==> src/pkg/tbp_consts.svh <==
// timing and reset constants for the ten bit pwm generator
`ifndef TBP_CONSTS_SVH
`define TBP_CONSTS_SVH
`define TBP_NUM_TIMERS 3
`define TBP_PERIOD_RST 8'hFF
`define TBP_DUTY_RST 10'h000
`define TBP_PRESCALE_1 2'h0
`define TBP_PRESCALE_4 2'h1
`define TBP_PRESCALE_16 2'h2
`define TBP_PRESCALE_64 2'h3
`define TBP_PHASE_COUNT 2'h3
`endif

==> src/pkg/tbp_pkg.sv <==
// types shared by the pwm generator files
package tbp_pkg;
    typedef logic [1:0] tbp_sel_t;
    typedef logic [9:0] tbp_duty_t;
endpackage

==> src/pkg/tbp_tick_if.sv <==
// time base bundle carried from a timer to the pwm core
interface tbp_tick_if;
    logic [9:0] base;
    logic roll;
    logic match;
    modport timer (output base, output roll, output match);
    modport core (input base, input roll, input match);
endinterface

==> src/design/tbp_timer.sv <==
// one 8-bit auto-reload timer extended to a 10-bit time base
`include "tbp_consts.svh"
module tbp_timer
    import tbp_pkg::*;
(
    input wire logic clk_sys,
    input wire logic sys_rst,
    input wire logic run,
    input wire logic sleep,
    input wire logic [1:0] prescale,
    input wire logic [7:0] period,
    tbp_tick_if.timer tick
);
    typedef struct packed {
        logic [7:0] count;
        logic [5:0] pre;
    } tbp_tmr_s;
    tbp_tmr_s st_reg, st_next;
    logic [5:0] pre_top;
    logic inc;
    logic step;
    always_comb begin
        unique case (prescale)
            `TBP_PRESCALE_1: pre_top = 6'h03;
            `TBP_PRESCALE_4: pre_top = 6'h0F;
            `TBP_PRESCALE_16: pre_top = 6'h3F;
            default: pre_top = 6'h3F;
        endcase
    end
    // timer steps once per four osc periods times prescale, 1:64 only as often as 1:16
    assign inc = run && !sleep && (st_reg.pre == pre_top);
    always_comb begin
        st_next = st_reg;
        if (run && !sleep) begin
            st_next.pre = (st_reg.pre == pre_top) ? 6'h00 : st_reg.pre + 6'h01;
            if (inc) begin
                st_next.count = (st_reg.count == period) ? 8'h00 : st_reg.count + 8'h01;
            end
        end
    end
    always_ff @(posedge clk_sys) begin
        if (sys_rst) begin
            st_reg <= '0;
        end else begin
            st_reg <= st_next;
        end
    end
    // low two bits: clock phase at 1:1, else top prescaler bits
    always_comb begin
        unique case (prescale)
            `TBP_PRESCALE_1: tick.base = {st_reg.count, st_reg.pre[1:0]};
            `TBP_PRESCALE_4: tick.base = {st_reg.count, st_reg.pre[3:2]};
            default: tick.base = {st_reg.count, st_reg.pre[5:4]};
        endcase
    end
    assign tick.roll = inc && (st_reg.count == period);
    // base moves on this edge: every cycle at 1:1, else when the phase bits below it wrap
    always_comb begin
        unique case (prescale)
            `TBP_PRESCALE_1: step = 1'b1;
            `TBP_PRESCALE_4: step = (st_reg.pre[1:0] == 2'h3);
            default: step = (st_reg.pre[3:0] == 4'hF);
        endcase
    end
    assign tick.match = run && !sleep && step;
endmodule // tbp_timer

==> src/design/tbp_pwm.sv <==
// ten bit pwm generator with three selectable timers
`include "tbp_consts.svh"
module tbp_pwm
    import tbp_pkg::*;
(
    input wire logic clk_sys,
    input wire logic sys_rst,
    input wire logic sleep,
    input wire logic [2:0] timer_run_bit,
    input wire logic [5:0] timer_prescale_select,
    input wire logic [23:0] period_register,
    input wire logic [1:0] timer_source_select,
    input wire logic [7:0] duty_high_byte,
    input wire logic [7:0] duty_low_bits,
    input wire logic module_enable_bit,
    input wire logic output_polarity_bit,
    input wire logic pin_direction_bit,
    input wire logic timebase_flag_clear,
    output logic [2:0] timebase_match_flag,
    output logic [7:0] timebase_counter,
    output logic pulse_output_pin,
    output logic pulse_output_oe
);
    tbp_tick_if tk [`TBP_NUM_TIMERS] ();
    logic [9:0] bases [`TBP_NUM_TIMERS];
    logic [2:0] rolls;
    logic [2:0] steps;
    genvar g;
    generate
        for (g = 0; g < `TBP_NUM_TIMERS; g++) begin : g_tmr
            tbp_timer u_tmr (
                .clk_sys(clk_sys),
                .sys_rst(sys_rst),
                .run(timer_run_bit[g]),
                .sleep(sleep),
                .prescale(timer_prescale_select[2*g+1:2*g]),
                .period(period_register[8*g+7:8*g]),
                .tick(tk[g])
            );
            assign bases[g] = tk[g].base;
            assign rolls[g] = tk[g].roll;
            assign steps[g] = tk[g].match;
        end
    endgenerate

    typedef struct packed {
        logic [9:0] duty_value;
        logic level;
        logic [2:0] flags;
    } tbp_state_s;
    tbp_state_s st_reg, st_next;
    tbp_sel_t sel;
    logic [9:0] base;
    logic roll;
    logic step;
    logic [7:0] per;
    tbp_duty_t duty_value_buffer;
    logic past_period;

    // time base source per module
    assign sel = (timer_source_select == 2'h3) ? 2'h0 : timer_source_select;
    assign base = bases[sel];
    assign roll = rolls[sel];
    assign step = steps[sel];
    assign per = period_register[8*sel+7 -: 8];
    assign duty_value_buffer = {duty_high_byte, duty_low_bits[7:6]};
    // duty beyond 4*period+3 can never be reached by the base
    assign past_period = st_reg.duty_value > {per, 2'h3};
    // duty ratio follows from clearing at duty within 4*(period+1) base units

    always_comb begin
        st_next = st_reg;
        // flag set wins over a software clear
        if (timebase_flag_clear) begin
            st_next.flags = 3'h0;
        end
        st_next.flags = st_next.flags | rolls;
        if (roll) begin
            st_next.duty_value = duty_value_buffer;
            if (duty_value_buffer != `TBP_DUTY_RST) begin
                st_next.level = 1'b1;
            end else begin
                st_next.level = 1'b0;
            end
        end else if (!past_period && step && base + 10'h001 == st_reg.duty_value) begin
            st_next.level = 1'b0;
        end
        if (st_reg.duty_value == 10'h000 && !roll) begin
            st_next.level = 1'b0;
        end
    end

    always_ff @(posedge clk_sys) begin
        if (sys_rst) begin
            st_reg <= '0;
        end else if (!sleep) begin
            st_reg <= st_next;
        end
    end

    assign timebase_match_flag = st_reg.flags;
    assign timebase_counter = base[9:2];
    // polarity sets the active level; disabled module drives inactive
    assign pulse_output_pin = (module_enable_bit & st_reg.level) ^ output_polarity_bit;
    assign pulse_output_oe = !pin_direction_bit && !sys_rst;

    a_flag_on_roll: assert property (@(posedge clk_sys) disable iff (sys_rst)
        roll && !sleep |=> timebase_match_flag[sel])
        else $error("match flag not set at rollover");
    a_duty_latch: assert property (@(posedge clk_sys) disable iff (sys_rst)
        roll && !sleep |=> st_reg.duty_value == $past(duty_value_buffer))
        else $error("duty not latched at rollover");
    a_duty_hold: assert property (@(posedge clk_sys) disable iff (sys_rst)
        !roll |=> $stable(st_reg.duty_value))
        else $error("duty changed between rollovers");
    a_level_set: assert property (@(posedge clk_sys) disable iff (sys_rst)
        roll && !sleep && duty_value_buffer != 10'h000 |=> st_reg.level)
        else $error("output not set at rollover");
    a_zero_duty: assert property (@(posedge clk_sys) disable iff (sys_rst)
        roll && !sleep && duty_value_buffer == 10'h000 |=> !st_reg.level)
        else $error("output set with zero duty");
    a_sleep_hold: assert property (@(posedge clk_sys) disable iff (sys_rst)
        sleep |=> $stable(st_reg))
        else $error("state moved in sleep");
    a_polarity_out: assert property (@(posedge clk_sys) disable iff (sys_rst)
        !module_enable_bit |-> pulse_output_pin == output_polarity_bit)
        else $error("idle level ignores polarity");
    a_long_duty: assert property (@(posedge clk_sys) disable iff (sys_rst)
        past_period && !roll |=> st_reg.level == $past(st_reg.level))
        else $error("pin toggled with duty beyond period");
    a_level_clear: assert property (@(posedge clk_sys) disable iff (sys_rst)
        !past_period && !roll && step && base + 10'h001 == st_reg.duty_value
        |=> !st_reg.level)
        else $error("output not cleared at duty");
    a_reset_input: assert property (@(posedge clk_sys)
        sys_rst |-> !pulse_output_oe)
        else $error("pin driven during reset");
endmodule // tbp_pwm

==> config.mk <==
export PLATFORM = sky130hd
export DESIGN_NAME = tbp_pwm
export DESIGN_NICKNAME = d
export VERILOG_FILES = /design/src/pkg/tbp_pkg.sv /design/src/pkg/tbp_tick_if.sv /design/src/design/tbp_timer.sv /design/src/design/tbp_pwm.sv
export VERILOG_INCLUDE_DIRS = /design/src /design/src/pkg
export SDC_FILE = /design/constraint.sdc
export NUM_CORES = 1
export LEC_CHECK = 0
export BUFFER_PORTS_ARGS = -buffer_cell sky130_fd_sc_hd__buf_2
export CAP_MARGIN = 20
export CORE_MARGIN = 8
export CORE_UTILIZATION = 55
export DETAILED_ROUTE_END_ITERATION = 10
export PLACE_DENSITY = 0.83
export SYNTH_ARGS = -nofsm -noshare
export SYNTH_HDL_FRONTEND = slang
export SYNTH_SLANG_ARGS = --single-unit
==> constraint.sdc <==
create_clock -name clk_sys -period 5.1 [get_ports clk_sys]
set_input_delay 0.51 -clock clk_sys [delete_from_list [all_inputs] [get_ports clk_sys]]
set_output_delay 0.51 -clock clk_sys [all_outputs]
set_load 0.05 [all_outputs]
==> summary.md, run 1 <==
| Metric | Value |
|---|---|
| Sequential power share | between 50% and 60% |
| Fmax | roughly 280 MHz |
| Clock Skews | between 10 and 15 ps |
| Global route total overflow | 0 |
| CTS clock-pin slew for the worst setup and hold paths | 110 ps |
| Cell type with the largest total area after synthesis | dfxtp_1 |
| Antenna-violating nets left | 0 |
| Via count | approximately 3700 |
| Die H | between 100 and 150 um |
| Cell Area, Placed | 4380 um^2 |
| Tcrit/Tclk final | about 71% |
| IO Count | between 70 and 80 |
| Switching Fraction | 31.2% |
| Mean Syn Cell Area | about 8.3 um^2 |
| Least-Margin Pin Slew | about 900 ps |
| Hold Path Class | in2reg |
| Core footprint | about 7200 um^2 |
| # fillers | around 660 |
| Crit Path Class | in2reg |
| Post-synth top cells | 70 x nor2_1, 56 x dfxtp_1, 38 x xor2_1 |
| Drt total wl | between 10000 and 15000 um |
| CTS Buffer Depth | 2 |
| Post-synth EDFFs | 0 |
| Relative slew margins | 39.4% |
| Logic pwr share | roughly a fifth |
| Detail-routed via count per cell | ~5.8 |
| Max Cap Violations | 0 |
| Count leader, synth | nor2_1 |
| Setup crit end kind | flop |
| Synth warnings | 0 |
| Net Count, Synth | approximately 560 |
| Min cycle time layout | between 3000 and 4000 ps |
| Distinct cells, synth | 55 |
| IO Port Bufs | 64 |
| Nets | just over 600 |
| Final setup fails | 0 |
| Initial antenna violation count | 0 |
| Area grow syn2layout | 10.5% |
| Cts hold-fix bufs | 0 |
| Pre-Repair DR Iteration Count | 5 |
| Setup TNS | 0 ps |
| Psw | around 0.28 mW |
| Layout cells sized above 1 | roughly a fifth |
| RSZ-0062 raised after global routing | false |
| Clock share of power | about 30% |
| Top_reg_cell synth | dfxtp_1 |
| P_int | 0.610 mW |
| Rows | 31 |
| Leakage | between 1.5 and 2 nW |
| Drt drc | 0 |
| Initial Utilization | a little under three fifths |
| Die X | about 100 um |
| Synthesized flop and latch total | 56 |
| Peak supply drop | 120 uV |
| Wirelength per Cell | roughly 17 um |
| TritonCTS Buffers | 5 |
| Total track usage | about a fifth |
| Critical Path RT | approximately 5300 ps |
| Clk Latency, worst-skew pair | 330 ps |
| Yosys top cell area share | between 20 and 30% |
| Post-route cell area | approximately 4500 um^2 |
| DP HPWL | 8420 um |
| Initial drt markers | just over 200 |
| CTS tree | yes |
| FFs w/ async S/R, synth | 0% |
| Post-CTS sizing | 0 |
| Clk sinks | 56 |
| Vias in the first global route | around 3700 |
| GPL Wtd Cong | about 0.96 |
| Post-layout util | 62.3% |
| Final Slew Violations | 0 |
| Cell area power density | between 150 and 200 nW/um^2 |
| Die ar. | 10400 um^2 |
| Top cells by area, synth | dfxtp_1 28%, xor2_1 8.2%, nor2_1 6.5% |
| Netlist Area Pre-Place | 4050 um^2 |
| Register area share after synthesis | roughly 28% |
| CP Max Fanout | 36 |
| CP startpoint kind | input port |
| Post-CTS Setup Repair Bufs | 0 |
| # diodes | 0 |
| Status | complete, no violations |
| Max FFs per register | 42 |
| Clk root buf | clkbuf_8 |
| H-tree depth | 2 |
| Post-Syn Instances | roughly 500 |
| First-pass GRT wire length | about 17000 um |
| Final hold violation count | 0 |
| Largest net degree at the start of global routing | 37 |
| Worst EP arrival | about 3800 ps |
## logic make-up (layout without fill, tap and decap cells)
| kind of cell | after synthesis | in the layout | share of synthesized area [%] |
|---|---|---|---|
| and+or+nand+nor | 209 | 209 | 26.1 |
| buffers and inverters | 29 | 80 | 3.56 |
| xor gates and xnor gates | 68 | 68 | 14.9 |
| muxes | 39 | 39 | 10.1 |
| adders and majority gates | 15 | 15 | 4.64 |
| AOI/OAI and AO/OA | 72 | 72 | 13.0 |
| DFF | 56 | 56 | 27.7 |
## metal layers
| layer | track usage [%] | part of all wire [%] | up-vias |
|---|---|---|---|
| li1 | - | - | 1826 |
| met1 | 24.6 | 42 | 1692 |
| met2 | 34.5 | 47 | 143 |
| met3 | 4.74 | 8.0 | 32 |
| met4 | 9.39 | 3.2 | 0 |
| met5 | 0 | 0 | - |
## layout make-up
type | instances | area [um^2] | area share (%)
multi-input cells | 403 | 2780 | 62.2
clock inverters | 3 | 27.5 | 0.616
repair buffers | 64 | 320 | 7.16
well taps | 99 | 124 | 2.77
inverters | 8 | 30.0 | 0.672
clock buffers | 5 | 68.8 | 1.54
flip-flops and latches | 56 | 1120 | 25.1
## layout by cell type (no fill, tap or decap), drive strengths merged, types with 6 or more instances in the layout
master,n
a21o,6
xor2,39
xnor2,29
nor2b,14
nand4,19
nor3,9
nand3,10
nor4,11
mux2,13
a21oi,15
and3,6
nor2,70
o21ai,19
nand2b,10
dfxtp,56
mux2i,26
ha,15
nand2,36
buf,64
or3b,7
o211ai,7
inv,9
## metrics by stage
stage | hold WS, ps | setup slack [ps] | instances | total power [mW]
3_5_place_dp | 446 | 1270 | 630 | 0.631
3_3_place_gp | 442 | 1460 | 630 | 0.626
5_1_grt | 448 | 1350 | 638 | 0.926
2_1_floorplan | 437 | 1910 | 488 | 0.576
4_1_cts | 436 | 1610 | 638 | 0.890
6_report | 438 | 1500 | 638 | 0.887
## worst max-delay path, cell delays in order
cell	delay, ps
buf_2	540
xor2_2	370
o311ai_1	720
ha_1	360
o2111ai_1	220
nor4_4	270
mux2i_1	120
mux2i_1	140
a22oi_1	110
a311oi_1	310
a21oi_1	120
## power groups by stage
| stage | registers, mW | logic (mW) | clock network [mW] |
|---|---|---|---|
| global placement | 0.454 | 0.173 | 0 |
| floorplan | 0.453 | 0.123 | 0 |
| detailed placement | 0.454 | 0.177 | 0 |
| global route | 0.445 | 0.195 | 0.286 |
| finish | 0.444 | 0.179 | 0.264 |
| CTS | 0.444 | 0.178 | 0.268 |
## final timing paths
path	startpoint	endpoint	slack (ps)	depth (start not counted)
min	duty_high_byte[5]	st_reg[11]	440	3
min reg2reg	timebase_match_flag[2]	timebase_match_flag[2]	460	2
max	timer_source_select[1]	st_reg[3]	1500	11
max reg2reg	g_tmr[0].u_tmr.st_reg[1]	st_reg[3]	2130	11
(Power assumes the default switching activity.)
==> run 2: changes to the inputs <==
Clock period 5.1 ns to 3.35 ns, I/O delays scaled along.
==> run 2 against run 1 <==
  * Highest routed layer unchanged
  * Global-route usage increased by 0.46 points
  * Critical path depth unchanged
  * Sequential power increased by 52%
  * Largest power group unchanged
  * Via count increased by 1.2%
==> summary.md, run 2 (synthesis results as in run 1) <==
| Metric | Value |
|---|---|
| Clock share of power | 29.2% (-0.6 points) |
| Initial antenna violation count | 0 (unchanged) |
| Final hold violation count | 0 (unchanged) |
| Critical Path RT | 3550 ps (-1760 ps) |
| Sequential power share | 49.9% (about the same) |
| Die X | 102 um (unchanged) |
| Max Cap Violations | 0 (unchanged) |
| First-pass GRT wire length | 17600 um (+3.0%) |
| Psw | 0.404 mW (+46%) |
| Commonest cells after routing, fill and taps aside | 70 x nor2_1, 64 x buf_2, 56 x dfxtp_1, 38 x xor2_1, 36 x nand2_1 |
| Pre-Repair DR Iteration Count | 4 (-1) |
| Leakage | 1.85 nW (+2.1%) |
| Post-CTS Setup Repair Bufs | 0 (unchanged) |
| Relative slew margins | 57.6% (+18 points) |
| H-tree depth | 2 (unchanged) |
| IO Count | 71 (unchanged) |
| Final setup fails | 0 (unchanged) |
| Post-CTS sizing | 0 (unchanged) |
| GPL Wtd Cong | 0.938 (-2.0%) |
| Cell Area, Placed | 4440 um^2 (+1.4%) |
| Die H | 102 um (unchanged) |
| Core footprint | 7180 um^2 (unchanged) |
| CP startpoint kind | flop |
| Clk root buf | clkbuf_8 |
| Switching Fraction | 29.8% (-1.4 points) |
| Least-Margin Pin Slew | 630 ps (-280 ps) |
| Clk sinks | 56 (unchanged) |
| Setup crit end kind | flop |
| Hold Path Class | in2reg |
| Drt total wl | 10700 um (+1.8%) |
| Total track usage | 21.1% (+0.46 points) |
| Vias in the first global route | 3766 (+1.4%) |
| Register-to-Register Path Depth | 11 (unchanged) |
| IO Port Bufs | 64 (unchanged) |
| Status | complete, no violations |
| Area grow syn2layout | 12.0% |
| Crit Reg-Reg Startpoint | g_tmr[0].u_tmr.st_reg[0] |
| Via count | 3737 (+1.2%) |
| CTS tree | yes |
| Hold Path End | st_reg[7] |
| Fmax | around 360 MHz |
| Wirelength per Cell | 16.6 um (+0.49%) |
| Worst EP arrival | 3010 ps (-800 ps) |
| CTS clock-pin slew for the worst setup and hold paths | 100 ps (about the same) |
| Antenna-violating nets left | 0 (unchanged) |
| Post-route cell area | 4530 um^2 (+1.3%) |
| Final Slew Violations | 0 (unchanged) |
| Min cycle time layout | roughly 2800 ps |
| CTS Buffer Depth | 2 (unchanged) |
| Global route total overflow | 0 (unchanged) |
| Initial drt markers | 271 (+34%) |
| Max FFs per register | 42 (unchanged) |
| Die ar. | 10400 um^2 (unchanged) |
| TritonCTS Buffers | 5 (unchanged) |
| Logic pwr share | 20.9% (+0.7 points) |
| Clk Latency, worst-skew pair | 310 ps (-20 ps) |
| Worst Hold Depth | 3 (unchanged) |
| DP HPWL | 8640 um (+2.7%) |
| Cell area power density | 299 nW/um^2 (+51%) |
| Commonest non-fill, non-tap cell in the layout | nor2_1 |
| Initial Utilization | 56.4% (unchanged) |
| Tcrit/Tclk final | 83.7% |
| Nets | 619 (+1.3%) |
| RSZ-0062 raised after global routing | false |
| Hold_sp | duty_high_byte[1] |
| Hold slack | 272 ps (-166 ps) |
| Clock Skews | 10.7 ps (-1.93 ps) |
| Power Total | 1.35 mW (+53%) |
| Layout cells sized above 1 | 19.9% (+1.0 points) |
| # diodes | 0 (unchanged) |
| Largest net degree at the start of global routing | 27 (-27%) |
| P_int | 0.950 mW (+56%) |
| CP Max Fanout | 4 (-89%) |
| Cts hold-fix bufs | 0 (unchanged) |
| Rows | 31 (unchanged) |
| Crit Path Class | reg2reg |
| Setup TNS | 0 ps (unchanged) |
| FF-to-FF End | st_reg[3] |
| Reg2reg setup slack | 550 ps (-1580 ps) |
| Drt drc | 0 (unchanged) |
| Peak supply drop | 218 uV (+82%) |
| Detail-routed via count per cell | 5.78 (about the same) |
[run 2: per-stage QoR]
stage	setup WS [ps]	std cells	util, %
2_1_floorplan	331	488	-
3_3_place_gp	477	638	61.8
3_5_place_dp	434	638	61.8
4_1_cts	569	646	63.1
5_1_grt	330	646	63.1
6_report	545	646	63.1
[run 2: area by class of cell]
type / instances / area (um^2)
sequential: 56 / 1120
multi-input combinational: 403 / 2780
tap: 99 / 124
timing repair buffer: 72 / 380
inverter: 8 / 30.0
clock buffer: 7 / 86.3
clock inverter: 1 / 7.51
fill: 630 / 2650
[run 2: worst max-delay path by stage]
stage          slack, ps   endpoint  cells past startpoint                     start
5_1_grt              330  st_reg[3]                     11  g_tmr[0].u_tmr.st_reg[0]
3_3_place_gp         480  st_reg[3]                     11    timer_source_select[0]
2_1_floorplan        330  st_reg[3]                     16    timer_source_select[1]
6_report             550  st_reg[3]                     11  g_tmr[0].u_tmr.st_reg[0]
4_1_cts              570  st_reg[3]                     11  g_tmr[0].u_tmr.st_reg[0]
3_5_place_dp         430  st_reg[3]                     11    timer_source_select[0]
[run 2: power by group through the flow]
stage               sequential, mW  clock (mW)  combinational, mW
floorplan                    0.690           0              0.187
detailed placement           0.691           0              0.280
finish                       0.676       0.395              0.283
global route                 0.677       0.421              0.307
CTS                          0.676       0.397              0.281
global placement             0.691           0              0.271
[run 2: per-layer routing]
| metal | global-route usage, % | up-vias | part of all wire (%) |
|---|---|---|---|
| met5 | 0 | - | 0 |
| met4 | 8.48 | 0 | 3.1 |
| met3 | 4.60 | 23 | 8.0 |
| met2 | 35.8 | 131 | 47 |
| met1 | 25.2 | 1743 | 42 |
| li1 | - | 1840 | - |
[run 2: worst max-delay path: stages (launching register included)]
cell and delay [ps]:
dfxtp_1 410, nor2b_1 170, a211oi_1 70, o311ai_2 530, ha_1 320, o2111ai_1 200, nor4_4 270, mux2i_1 120
mux2i_1 140, a22oi_1 100, a311oi_1 270, a21oi_1 100
==> run 3: changes to the inputs <==
Settings changed: ABC_AREA from default to 1, CORE_UTILIZATION 55 to 52, PLACE_DENSITY 0.83 to 0.82.
Clock period 3.35 ns to 2.46 ns, I/O delays scaled along.
==> run 3 against run 2 <==
  * Routed wire length rose by 15%
  * Clock skew rose by 4.1 ps
  * Non-clock buffer count rose by 18
  * Synthesized cell count rose by 29%
  * Total power rose by 58%
  * Worst setup slack got worse by 480 ps
  * Clock power rose by 56%
  * Critical path depth rose by 10
  * Fmax rose by 17%
  * Critical path type unchanged
  * Critical endpoint unchanged
  * Largest cell class unchanged
  * Highest routed layer unchanged
==> summary.md, run 3 <==
| Metric | Value |
|---|---|
| Area grow syn2layout | 19.6% |
| Leakage | 2.11 nW (+14%) |
| Antenna-violating nets left | 0 (unchanged) |
| Commonest cells after routing, fill and taps aside | 136 x nand2_1, 66 x inv_1, 64 x nor2_1, 64 x buf_2, 45 x nand3_1 |
| # fillers | 702 (+11%) |
| Psw | 0.695 mW (+72%) |
| Clk sinks | 56 (unchanged) |
| Synthesized flop and latch total | 56 (unchanged) |
| Fmax | 417 MHz (+17%) |
| Vias in the first global route | 4320 (+15%) |
| Final Slew Violations | 0 (unchanged) |
| CP startpoint kind | flop |
| Finished Layout Cells | 818 (+27%) |
| # diodes | 0 (unchanged) |
| Crit Path Class | reg2reg |
| CTS tree | yes |
| Max FFs per register | 42 (unchanged) |
| CTS Buffer Depth | 2 (unchanged) |
| Status | complete, no violations |
| Final hold violation count | 0 (unchanged) |
| Rows | 32 (+3.2%) |
| Initial drt markers | 241 (-11%) |
| Clk Latency, worst-skew pair | 320 ps (about the same) |
| Top cells by area, synth | dfxtp_1 27%, nand2_1 13%, inv_1 6.7% |
| Largest net degree at the start of global routing | 21 (-22%) |
| Core footprint | 7690 um^2 (+7.1%) |
| Cell area power density | 439 nW/um^2 (+47%) |
| Clock Skews | 14.8 ps (+4.09 ps) |
| Register-to-Register Path Depth | 21 (+10) |
| Max Cap Violations | 0 (unchanged) |
| Die H | 105 um (+2.8%) |
| Synth warnings | 0 (unchanged) |
| Hold Path End | st_reg[3] |
| CP Max Fanout | 3 (-1) |
| Global route total overflow | 0 (unchanged) |
| Logic pwr share | 26.6% (+5.7 points) |
| Post-synth EDFFs | 0 (unchanged) |
| Worst EP arrival | 2620 ps (-390 ps) |
| Nets | 788 (+27%) |
| Layout cells sized above 1 | 26.4% (+6.5 points) |
| Total track usage | 21.2% (+0.13 points) |
| Critical Path RT | 2680 ps (-870 ps) |
| Cell Area, Placed | 4600 um^2 (+3.8%) |
| Initial Utilization | 53.2% (-3.2 points) |
| First-pass GRT wire length | 19600 um (+12%) |
| RSZ-0062 raised after global routing | true |
| Distinct cells, synth | 34 (-38%) |
| FF-to-FF End | st_reg[3] |
| Inst Count DP | 801 (+26%) |
| Yosys top cell area share | 27.4% (-0.28 points) |
| Reg2reg setup slack | 60 ps (-480 ps) |
| IO Port Bufs | 64 (unchanged) |
| Tcrit/Tclk final | 97.4% (+14 points) |
| Detail-routed via count per cell | 5.47 (-5.5%) |
| P_int | 1.45 mW (+52%) |
| GPL Wtd Cong | 0.948 (+1.0%) |
| Post-synth top cells | 143 x nand2_1, 73 x inv_1, 67 x nor2_1 |
| Crit Reg-Reg Startpoint | g_tmr[0].u_tmr.st_reg[5] |
| Cts hold-fix bufs | 0 (unchanged) |
| Via count | 4471 (+20%) |
| Post-layout util | 63.6% (+0.45 points) |
| Clock share of power | 28.8% (-0.4 points) |
| Post-Syn Instances | 629 (+29%) |
| Initial antenna violation count | 0 (unchanged) |
| Final setup fails | 0 (unchanged) |
| Drt drc | 0 (unchanged) |
| Worst Hold Depth | 2 (-1) |
| Pre-Repair DR Iteration Count | 5 (+1) |
| Sequential power share | 44.6% (-5.3 points) |
| Least-Margin Pin Slew | 475 ps (-155 ps) |
| Min cycle time layout | 2400 ps (-408 ps) |
| Die X | 105 um (+2.8%) |
| Post-route cell area | 4890 um^2 (+7.9%) |
| Peak supply drop | 303 uV (+39%) |
| Top_reg_cell synth | dfxtp_1 |
| Setup TNS | 0 ps (unchanged) |
| Commonest non-fill, non-tap cell in the layout | nand2_1 |
| Switching Fraction | 32.4% (+2.6 points) |
| Count leader, synth | nand2_1 |
| TritonCTS Buffers | 5 (unchanged) |
| Wirelength per Cell | 15.0 um (-9.4%) |
| FFs w/ async S/R, synth | 0% (unchanged) |
| DP HPWL | 9650 um (+12%) |
| CTS clock-pin slew for the worst setup and hold paths | 100 ps (about the same) |
| H-tree depth | 2 (unchanged) |
| Hold slack | 153 ps (-119 ps) |
| Cell type with the largest total area after synthesis | dfxtp_1 |
| Register area share after synthesis | 27.4% (-0.28 points) |
| Mean Syn Cell Area | 6.50 um^2 (-22%) |
| IO Count | 71 (unchanged) |
| Hold Path Class | in2reg |
| Setup crit end kind | flop |
| Die ar. | 11000 um^2 (+5.8%) |
| Drt total wl | 12300 um (+15%) |
| Relative slew margins | 68.0% (+10 points) |
| Clk root buf | clkbuf_8 |
| Net Count, Synth | 702 (+25%) |
| Hold_sp | sys_rst |
| Netlist Area Pre-Place | 4090 um^2 (+1.0%) |
-- run 3: cell types whose count changed after synthesis, sizes merged, moves of 8 or more --
| cell | before | now |
|---|---|---|
| nor2 | 70 | 86 |
| clkbuf | 11 | 3 |
| a21oi | 15 | 36 |
| nor2b | 14 | 0 |
| xor2 | 39 | 12 |
| mux2i | 26 | 0 |
| nand2 | 36 | 151 |
| nand2b | 10 | 0 |
| mux2 | 13 | 0 |
| inv | 8 | 83 |
| nand3 | 10 | 54 |
| o21ai | 19 | 29 |
-- run 3: area by class of cell --
cell class	count	area (um^2)	share of cell area, %
Clock buffer	6	72.6	1.48
Clock inverter	2	35.0	0.717
Sequential cell	56	1140	23.3
Multi-Input combinational cell	477	2660	54.5
Inverter	85	322	6.58
Tap cell	102	128	2.61
Timing Repair Buffer	90	528	10.8
-- run 3: what timing repair did --
item	in CTS	in global routing
setup buffers	0	9
endpoints found under the setup margin	0	1
resized for setup	0	43
-- run 3: layer usage --
| layer | GRT usage [%] | wire (um) |
|---|---|---|
| met1 | 24.9 | 5080 |
| met5 | 0 | 0 |
| met2 | 37.0 | 6040 |
| met4 | 9.17 | 371 |
| met3 | 4.12 | 822 |
-- run 3: worst max-delay path, stage by stage, from the launching register on --
cell and delay (ps):
dfxtp_2 340, inv_1 60, nand2_2 70, nand3_1 80, nand2_1 100, inv_1 90
nor2_4 150, ha_4 160, nand4_1 190, buf_4 210, inv_2 50, nand3_2 70
nand3_2 80, nand2_2 50, inv_2 40, nand3_2 70, nor2_2 100, nand3_1 70
nand2_1 110, nand2_1 60, nand2_1 80, a21oi_2 50
-- run 3: cells by family after synthesis --
kind of cell | Yosys count | synth area share, %
adder cells (fa/ha/maj) | 15 | 4.59
buffers and inverters | 96 | 9.61
AO/OA/AOI/OAI | 78 | 10.7
XOR/XNOR | 42 | 9.00
AND/OR/NAND/NOR | 342 | 38.7
flip-flops | 56 | 27.4
-- run 3: how the worst max path moves through the flow --
stage                                   from   endpoint  slack (ps)
floorplan             timer_source_select[1]  st_reg[3]         280
global placement      timer_source_select[0]  st_reg[3]          30
detailed placement    timer_source_select[0]  st_reg[3]         -90
CTS                 g_tmr[2].u_tmr.st_reg[5]  st_reg[3]          10
global route        g_tmr[2].u_tmr.st_reg[1]  st_reg[3]        -120
finish              g_tmr[0].u_tmr.st_reg[5]  st_reg[3]          60
-- run 3: per-stage QoR --
step           setup slack (ps)  total power, mW
2_1_floorplan               281             1.31
3_3_place_gp               28.2             1.47
3_5_place_dp              -95.0             1.49
4_1_cts                    13.2             2.10
5_1_grt                    -116             2.25
6_report                   63.5             2.14
-- run 3: power by group through the flow --
| stage | Sequential (mW) | Clock (mW) | Combinational [mW] |
|---|---|---|---|
| 6_report | 0.955 | 0.618 | 0.571 |
| 5_1_grt | 0.957 | 0.665 | 0.626 |
| 4_1_cts | 0.954 | 0.627 | 0.519 |
| 3_5_place_dp | 0.974 | 0 | 0.516 |
| 3_3_place_gp | 0.974 | 0 | 0.498 |
| 2_1_floorplan | 0.967 | 0 | 0.342 |
